`config.mk`:
```
export PLATFORM = sky130hd
export DESIGN_NAME = sptd_top
export DESIGN_NICKNAME = d
export VERILOG_FILES = /design/src/sptd_pkg.sv /design/src/sptd_compare.sv /design/src/sptd_top.sv
export VERILOG_INCLUDE_DIRS = /design/src
export SDC_FILE = /design/constraint.sdc
export NUM_CORES = 1
export LEC_CHECK = 0
export BUFFER_PORTS_ARGS = -buffer_cell sky130_fd_sc_hd__buf_4
export CORE_MARGIN = 1
export CORE_UTILIZATION = 65
export CTS_BUF_LIST = sky130_fd_sc_hd__clkbuf_8
export DETAILED_ROUTE_END_ITERATION = 12
export PLACE_DENSITY_LB_ADDON = 0.15
export SYNTH_ARGS = -nofsm -noshare
export SYNTH_HDL_FRONTEND = slang
export SYNTH_SLANG_ARGS = --single-unit
export TNS_END_PERCENT = 5
```
`constraint.sdc`:
```
create_clock -name clock -period 2.61 [get_ports clock]
set_clock_uncertainty 0.15 [all_clocks]
set_input_delay 0.3915 -clock clock [delete_from_list [all_inputs] [get_ports clock]]
set_output_delay 0.3915 -clock clock [all_outputs]
set_load 0.01 [all_outputs]
```
`src/sptd_map.svh`:
```
// Constants for the speed threshold detector: defaults, sentinels, codes.
// Assumes speeds in whole r/min and percentages in whole percent.
`ifndef SPTD_MAP_SVH
`define SPTD_MAP_SVH

// ****************************************
// Setting defaults and ranges
// ****************************************
`define SPTD_SENS_DEFAULT    7'h0a
`define SPTD_SENS_MAX        7'h64
`define SPTD_PRIMARY_DEFAULT 14'h012c
`define SPTD_SECOND_DEFAULT  14'h02ee
`define SPTD_THIRD_DEFAULT   14'h0708
`define SPTD_SPEED_MAX       14'h0e10
`define SPTD_REVERSE_SAME    14'h270f

// ****************************************
// Output terminal function codes
// ****************************************
`define SPTD_FN_UP_TO_SPEED  8'h01
`define SPTD_FN_CMD_ONE      8'h02
`define SPTD_FN_CMD_TWO      8'h03
`define SPTD_FN_CMD_THREE    8'h04
`define SPTD_FN_FB_ONE       8'h05
`define SPTD_FN_FB_TWO       8'h06
`define SPTD_FN_FB_THREE     8'h07
`define SPTD_TERMINALS       4
`define SPTD_TERM_DO2        2

`endif

```
`src/sptd_pkg.sv`:
```
// Types shared by the speed threshold detector files.
// Assumes sptd_map.svh is on the include path.
package sptd_pkg;
	// Control mode of the drive
	typedef enum logic [1:0] {
		sptd_mode_speed,
		sptd_mode_vf,
		sptd_mode_torque,
		sptd_mode_position
	} sptd_mode_t;
endpackage

```
`src/sptd_compare.sv`:
```
// Three threshold comparators for one speed source.
// Assumes a signed speed and already-chosen first threshold.
`timescale 1ns/1ns
`default_nettype none
module sptd_compare (
	input  wire logic               clock,
	input  wire logic               rst,
	input  wire logic               enable,     // Source may detect
	input  wire logic               force_off,  // Alarm, stop or reset
	input  wire logic               start,      // Start command
	input  wire logic signed [14:0] speed,      // Signed r/min
	input  wire logic        [13:0] thr_one,    // Direction-chosen
	input  wire logic        [13:0] thr_two,
	input  wire logic        [13:0] thr_three,
	output logic             [2:0]  detect      // Registered flags
);
	logic [13:0] mag;        // Magnitude of speed
	logic [13:0] thr [3];    // Threshold per flag
	assign mag = speed[14] ? 14'((-speed)) : speed[13:0];
	assign thr[0] = thr_one;
	assign thr[1] = thr_two;
	assign thr[2] = thr_three;

	// ****************************************
	// One registered comparator per flag
	// ****************************************
	genvar i;
	generate
		for (i = 0; i < 3; i++) begin : g_cmp
			always_ff @(posedge clock or posedge rst) begin
				if (rst) begin
					detect[i] <= 1'b0;
				end else if (force_off || !enable) begin
					detect[i] <= 1'b0;
				end else if (thr[i] == 14'h0000) begin
					detect[i] <= start;
				end else begin
					// At or above threshold
					detect[i] <= (mag >= thr[i]);
				end
			end
		end
	endgenerate
endmodule
`default_nettype wire

```
`src/sptd_top.sv`:
```
// Speed threshold detector: up-to-speed flag, three command-based and
// three feedback-based detection flags, and output terminal routing.
// Assumes all inputs are synchronous to clock and settings stay in range.
// Speeds are signed r/min; a negative value means reverse rotation.
// Thresholds and sensitivity are held steady by the setting logic.
`timescale 1ns/1ns
`default_nettype none
`include "sptd_map.svh"
module sptd_top
	import sptd_pkg::*;
(
	input  wire logic               clock,
	input  wire logic               rst,
	input  wire sptd_mode_t         control_mode,
	input  wire logic               encoder_vector,   // Vector with encoder
	input  wire logic               start_command,
	input  wire logic               drive_alarm,
	input  wire logic               output_stop_input,
	input  wire logic               reset_input,
	input  wire logic signed [14:0] setpoint_speed,   // Running setpoint
	input  wire logic signed [14:0] ramped_command,   // After accel/decel
	input  wire logic signed [14:0] encoder_speed,    // Measured speed
	input  wire logic signed [14:0] vf_speed,         // From out frequency
	input  wire logic        [6:0]  up_to_speed_sensitivity,
	input  wire logic        [13:0] primary_detect_threshold,
	input  wire logic        [13:0] reverse_detect_threshold,
	input  wire logic        [13:0] second_detect_threshold,
	input  wire logic        [13:0] third_detect_threshold,
	input  wire logic               load_defaults,    // Factory reset
	input  wire logic        [1:0]  select_index,     // Terminal to set
	input  wire logic        [7:0]  select_code,      // Function code
	input  wire logic               select_write,     // Write strobe
	output logic                    up_to_speed_flag,
	output logic                    command_speed_detect_one,
	output logic                    command_speed_detect_two,
	output logic                    command_speed_detect_three,
	output logic                    feedback_speed_detect_one,
	output logic                    feedback_speed_detect_two,
	output logic                    feedback_speed_detect_three,
	output logic             [3:0]  terminal_out      // 0..2 DO1..3, 3 relay
);
	// Timing in brief: every flag is one register stage behind the inputs
	// that decide it, and the terminal mux adds no further stage, so a
	// terminal shows a new flag value in the same cycle as the flag port.
	// Settings are levels; a change takes effect at the next edge.

	// ****************************************
	// Speed selection
	// ****************************************
	logic               vf;          // Constant V/F mode
	logic               force_off;   // Common shutdown term
	logic signed [14:0] cmd_speed;   // Speed for command flags
	logic signed [14:0] fb_speed;    // Speed for feedback flags
	logic signed [14:0] test_speed;  // Speed for up-to-speed
	logic               cmd_enable;  // Command flags may detect
	logic [13:0]        rev_thr;     // Reverse threshold after sentinel
	logic [13:0]        cmd_thr_one; // First threshold, command side
	logic [13:0]        fb_thr_one;  // First threshold, feedback side
	logic [2:0]         cmd_det;     // Command flag vector
	logic [2:0]         fb_det;      // Feedback flag vector
	logic [7:0]         term_fn [`SPTD_TERMINALS]; // Routing codes

	// Mode decode
	assign vf = (control_mode == sptd_mode_vf);
	// Shutdown inputs are not registered here; the flags fall one edge
	// after any of them rises, and stay low while it is held
	assign force_off = drive_alarm | output_stop_input | reset_input;
	// V/F makes both sources the same converted speed
	assign cmd_speed = vf ? vf_speed : ramped_command;
	assign fb_speed = vf ? vf_speed : encoder_speed;
	// Encoder vector tests feedback; otherwise ramped command
	assign test_speed = vf ? vf_speed :
		(encoder_vector ? encoder_speed : ramped_command);
	// Torque and position have no meaningful speed command
	assign cmd_enable = (control_mode == sptd_mode_speed) || vf;

	// ****************************************
	// First-threshold direction choice
	// ****************************************
	// Continuous terms, so a change of a setting alone, with the speed
	// standing still, still reaches the comparators
	// Sentinel reuses the primary setting
	assign rev_thr = (reverse_detect_threshold == `SPTD_REVERSE_SAME) ?
		primary_detect_threshold : reverse_detect_threshold;
	// Sign bit is the direction; zero speed counts as forward
	assign cmd_thr_one = cmd_speed[14] ? rev_thr : primary_detect_threshold;
	assign fb_thr_one = fb_speed[14] ? rev_thr : primary_detect_threshold;

	// ****************************************
	// Comparator banks
	// ****************************************
	// Two identical banks keep the command and feedback paths apart, so a
	// mode that silences one side cannot disturb the other
	sptd_compare u_cmd (
		.clock     (clock),
		.rst       (rst),
		.enable    (cmd_enable),
		.force_off (force_off),
		.start     (start_command),
		.speed     (cmd_speed),
		.thr_one   (cmd_thr_one),
		.thr_two   (second_detect_threshold),
		.thr_three (third_detect_threshold),
		.detect    (cmd_det)
	);
	// Feedback flags work in every control mode
	sptd_compare u_fb (
		.clock     (clock),
		.rst       (rst),
		.enable    (1'b1),
		.force_off (force_off),
		.start     (start_command),
		.speed     (fb_speed),
		.thr_one   (fb_thr_one),
		.thr_two   (second_detect_threshold),
		.thr_three (third_detect_threshold),
		.detect    (fb_det)
	);

	// ****************************************
	// Flag outputs
	// ****************************************
	// Plain renames of the registered vectors
	assign command_speed_detect_one    = cmd_det[0];
	assign command_speed_detect_two    = cmd_det[1];
	assign command_speed_detect_three  = cmd_det[2];
	assign feedback_speed_detect_one   = fb_det[0];
	assign feedback_speed_detect_two   = fb_det[1];
	assign feedback_speed_detect_three = fb_det[2];

	// ****************************************
	// Up-to-speed band
	// ****************************************
	// Band is setpoint * pct / 100; a wide product avoids overflow
	// The division truncates, so a small setpoint at a low sensitivity
	// gives a zero band and only an exact match raises the flag
	logic [6:0]  sens;     // Clamped sensitivity
	logic [13:0] set_mag;  // Setpoint magnitude
	logic [20:0] band;     // Allowed deviation in r/min
	logic [14:0] diff;     // Absolute deviation
	// Settings above full scale act as full scale
	assign sens = (up_to_speed_sensitivity > `SPTD_SENS_MAX) ?
		`SPTD_SENS_MAX : up_to_speed_sensitivity;
	assign set_mag = setpoint_speed[14] ?
		14'((-setpoint_speed)) : setpoint_speed[13:0];
	// Product is exact; only the final division rounds down
	assign band = 21'((21'(set_mag) * 21'(sens)) / 21'd100);
	// Signed difference, so a reversed test speed counts as far off;
	// speeds stay within the setting range, so it never wraps
	assign diff = (test_speed >= setpoint_speed) ?
		15'(test_speed - setpoint_speed) : 15'(setpoint_speed - test_speed);

	// Flag within band; forced off by shutdown or no start
	always_ff @(posedge clock or posedge rst) begin
		if (rst) begin
			// Low until the drive has run
			up_to_speed_flag <= 1'b0;
		end else if (force_off || !start_command) begin
			// Nothing to be up to speed with
			up_to_speed_flag <= 1'b0;
		end else begin
			// Deviation compared at full width
			up_to_speed_flag <= (21'(diff) <= band);
		end
	end

	// ****************************************
	// Output terminal function selection
	// ****************************************
	// Defaults put up-to-speed on the second output
	// Factory reset wins over a write in the same cycle, so a default
	// load never leaves one terminal with a stray code
	genvar t;
	generate
		for (t = 0; t < `SPTD_TERMINALS; t++) begin : g_term
			always_ff @(posedge clock or posedge rst) begin
				if (rst) begin
					term_fn[t] <= (t == `SPTD_TERM_DO2 - 1) ?
						`SPTD_FN_UP_TO_SPEED : 8'h00;
				end else if (load_defaults) begin
					term_fn[t] <= (t == `SPTD_TERM_DO2 - 1) ?
						`SPTD_FN_UP_TO_SPEED : 8'h00;
				end else if (select_write && select_index == 2'(t)) begin
					// Write lands at the next edge
					term_fn[t] <= select_code;
				end
			end
			// Terminal drive follows its code; unknown codes stay off
			// Combinational so the terminal needs no extra cycle
			always_comb begin
				case (term_fn[t])
					`SPTD_FN_UP_TO_SPEED: terminal_out[t] = up_to_speed_flag;
					`SPTD_FN_CMD_ONE:     terminal_out[t] = cmd_det[0];
					`SPTD_FN_CMD_TWO:     terminal_out[t] = cmd_det[1];
					`SPTD_FN_CMD_THREE:   terminal_out[t] = cmd_det[2];
					`SPTD_FN_FB_ONE:      terminal_out[t] = fb_det[0];
					`SPTD_FN_FB_TWO:      terminal_out[t] = fb_det[1];
					`SPTD_FN_FB_THREE:    terminal_out[t] = fb_det[2];
					default:              terminal_out[t] = 1'b0;
				endcase
			end
		end
	endgenerate
endmodule
`default_nettype wire

```
==> results.py, run 1 <==
metrics = {
    "floorplan": {
        "fp-row-count": 53,
        "io_pins": 155,
        "die_w_um": 149,
        "die_h_um": 149,
        "start_util_pct": 66.8,
    },
    "synth": {
        "ys_async_sr_fraction_pct": 100,
        "avgSynthCellArea_sq_um": 7.54,
        "synth_cell_type_count": 115,
        "ys_seq_elements": 39,
        "seq_area_frac_synth_pct": 6.92,
        "synth_edf_count": 0,
        "syn_inst": 1872,
        "synthesis.nets": 2247,
        "ys.flop_type": "dfrtp_1",
        "yosysWarnings": 0,
        "syn-cell-area_sq_um": 14100,
    },
    "clock_network": {
        "postCtsHoldBufs": 0,
        "cts.path.max_buffers": 2,
        "cts_root_buf": "clkbuf_8",
        "ctsResizeCount": 163,
        "post_cts_buffers": 46,
        "numCtsBuffers": 5,
        "cts.sinks": 39,
        "h-tree-depth": 2,
    },
    "place": {
        "hpwl_um": 58000,
        "place_area_sq_um": 20300,
        "finalWeightedCongestion": 1.05,
        "io_buffers": 154,
    },
    "run_status": {
        "failed_stage": "clock tree synthesis",
        "firstError": "[ERROR DPL-0038] Utilization greater than 100%, impossible to legalize",
        "outcome": "did not finish",
    },
}
## cell usage after synthesis, drive strengths merged (38+ instances only)
cell type | number | share of area [%]
inv | 120 | 3.2
ha | 170 | 15
nor2 | 211 | 5.7
a21o | 64 | 3.5
nand4 | 47 | 2.2
fa | 61 | 8.6
clkbuf | 42 | 1.1
o21ai | 99 | 3.6
a21oi | 164 | 6.0
mux2i | 65 | 4.7
xnor2 | 64 | 4.1
nor2b | 53 | 2.3
nand2 | 130 | 3.5
dfrtp | 38 | 6.7
nor3 | 41 | 1.5
## cells by family after synthesis
family	Yosys count	synth area share [%]
adder cells (fa/ha/maj)	234	23.9
buffers and inverters	193	5.51
multiplexers	82	6.33
flip-flops	39	6.92
AND/OR/NAND/NOR	668	23.8
XOR/XNOR	88	5.62
AO/OA/AOI/OAI	568	27.9
## metrics by stage
step	utilization [%]	setup WS, ns	hold WS (ns)	cells
after floorplan	-	-10.91	0.305	1872
after global placement	95.8	-11.51	0.344	2853
after detailed placement	95.8	-12.87	0.364	2853
==> inputs of run 2 (changes only) <==
CORE_UTILIZATION = 40   (was 65)
CTS_BUF_LIST = not set   (was sky130_fd_sc_hd__clkbuf_8)
==> results.py, run 2 <==
metrics = {
    "drt": {
        "routedWlPerCell_um": 16.7,
        "postRouteAntennaNets": 0,
        "drc_errors": 0,
        "routed_wl_um": 52000,
        "first_pass_iters": 5,
        "viasPerCell": 5.47,
        "vias": 17059,
        "drt_iter0_drc": 1159,
    },
    "synth": {
        "synth_common_cells": "nor2_1, ha_1, a21oi_1",
        "yosysTopAreaCell": "ha_1",
        "synthMostInstantiatedCell": "nor2_1",
        "yosysWarnings": 0,
        "ys_top_cells_by_area": "ha_1, fa_1, dfrtp_1",
        "yosysTopAreaCellShare_pct": 15.1,
        "seq_area_frac_synth_pct": 6.92,
        "syn-cell-area_sq_um": 14100,
        "ys.flop_type": "dfrtp_1",
        "avgSynthCellArea_sq_um": 7.54,
        "synth_edf_count": 0,
        "synthesis.nets": 2247,
        "synth_cell_type_count": 115,
        "syn_inst": 1872,
        "ys_async_sr_fraction_pct": 100,
        "ys_seq_elements": 39,
    },
    "run": {
        "drv_cap": 0,
    },
    "finish": {
        "area_delta_synth_final_pct": 55.0,
        "layout_commonest_cell": "buf_4",
        "nNetsFinal": 3037,
        "drive_above_1_share_pct": 40.2,
        "top_regs": "term_fn: 32 flops, u_cmd.detect: 3 flops, u_fb.detect: 3 flops",
        "final_area_sq_um": 21900,
        "regMostFlops": "term_fn",
        "postLayoutCoreUtil_pct": 63.2,
        "largest_reg_flops": 32,
        "mostFrequentLayoutCells": "buf_4, nor2_1, ha_1",
        "fill_cells": 3027,
        "antenna_cells": 0,
    },
    "worst_setup_path": {
        "end_kind": "flop",
        "cpMaxStageDelayCell": "fa_1",
        "critical_path_class": "primary input to flop",
        "max_stage_delay_ns": 0.57,
        "crit_required_ns": 2.65,
        "critPathMostFrequentCell": "buf_4",
        "critPathLaunchType": "primary input",
        "cp_max_fo": 11,
        "critPathArrivalTime_ns": 14.02,
    },
    "global_routing": {
        "antenna_found_initial": 0,
        "grt_pass1_vias": 16528,
        "grt_max_degree": 40,
        "groute.usage.overall_pct": 28.0,
        "grt_overflow_total": 0,
        "grt_pass1_wl_um": 83100,
    },
    "place": {
        "dp_slack_ns": -11.95,
        "io_buffers": 154,
        "finalWeightedCongestion": 0.961,
        "hpwl_um": 44600,
        "place_area_sq_um": 20900,
    },
    "floorplan": {
        "die_h_um": 190,
        "start_util_pct": 40.8,
        "io_pins": 155,
        "die_w_um": 190,
        "fp-row-count": 68,
        "core_sq_um": 34600,
        "die_area_sq_um": 36100,
    },
    "run_status": {
        "outcome": "complete, but fails checks",
        "violations": "setup timing",
    },
    "sta": {
        "tightest_slew_ns": 0.898,
        "rsz0062_at_grt": "yes",
        "fin_hold_ws_ns": 0.0829,
        "maxSlewHeadroom_pct": 39.6,
        "finalMaxSlewViolations": 0,
        "setup_violations": 7,
        "setup_ws_ns": -11.37,
        "post-route-min-period_ns": 13.98,
        "timing_hold_violations_final": 0,
        "post-route-period-util_pct": 536,
        "fmax_mhz": 71.5,
    },
    "clock_network": {
        "cts.path.max_buffers": 2,
        "cts_root_buf": "clkbuf_16",
        "clk_latency_ns": 0.27,
        "clk_pin_slew_worst_paths_ns": 0.05,
        "cts.sinks": 39,
        "cts_tree": "built",
        "numCtsBuffers": 5,
        "h-tree-depth": 2,
    },
    "worst_hold_path": {
        "hp-class": "primary input to async pin",
    },
}
run 2: cell counts after synthesis:
No cell type changed its count.
run 2: logic make-up after synthesis:
| family | share of synthesized area, % |
|---|---|
| adders and majority gates | 23.9 |
| xor gates and xnor gates | 5.62 |
| DFF | 6.92 |
| muxes | 6.33 |
| and+or+nand+nor | 23.8 |
| buffers and inverters | 5.51 |
| AOI/OAI and AO/OA | 27.9 |
run 2: area by class of cell:
class	instances	area [sq um]	area share, %
Clock inverter	1	5.00	0.0229
Inverter	120	458	2.09
Multi-Input combinational cell	1640	13300	60.6
Timing Repair Buffer	856	6480	29.6
Clock buffer	7	143	0.652
Tap cell	455	569	2.60
Sequential cell	39	977	4.46
run 2: final timing paths:
kind / startpoint / end / slack, ns / depth (start not counted)
worst min-delay path: rst / term_fn[0] / 0.08 / 3
worst min register to register: term_fn[16] / term_fn[16] / 0.37 / 2
worst max-delay path: setpoint_speed[3] / up_to_speed_flag / -11.37 / 66
max in group asynchronous: rst / term_fn[16] / 1.88 / 3
min in group clock: select_code[0] / term_fn[16] / 0.23 / 3
worst max register to register: term_fn[8] / term_fn[8] / 1.68 / 2
run 2: repair_timing:
action	4_1_cts	5_1_grt
hold buffers	0	0
resized for setup	70	62
pin swaps	35	36
setup buffers	14	14
setup endpoints to repair	7	7
cloned	0	0
run 2: worst max-delay path, delay by kind of cell:
family / cells / cell delay [ns]
mux: 3 / 0.78
xor+xnor: 2 / 0.45
compound gates: 29 / 5.26
buf+inv: 11 / 1.81
simple gates: 15 / 2.66
fa+ha+maj: 6 / 2.60
run 2: per-stage QoR:
step / setup TNS (ns) / cells
global placement: -25.15 / 3082
CTS: -21.46 / 3104
detailed placement: -25.65 / 3082
finish: -21.65 / 3118
global route: -24.20 / 3118
floorplan: -20.11 / 1872
run 2: layer usage:
metal | share of wire [%] | vias to the layer above | track usage (%) | wire length (um)
met3 | 4.4 | 66 | 1.70 | 2280
li1 | - | 8455 | - | -
met1 | 48 | 8027 | 40.2 | 24800
met2 | 46 | 511 | 46.4 | 24200
met4 | 1.5 | 0 | 4.78 | 793
met5 | 0 | - | 0 | 0
Power of run 2 is not shown: default switching activity piles up to over one toggle a cycle in this logic, so the estimate is an artifact.
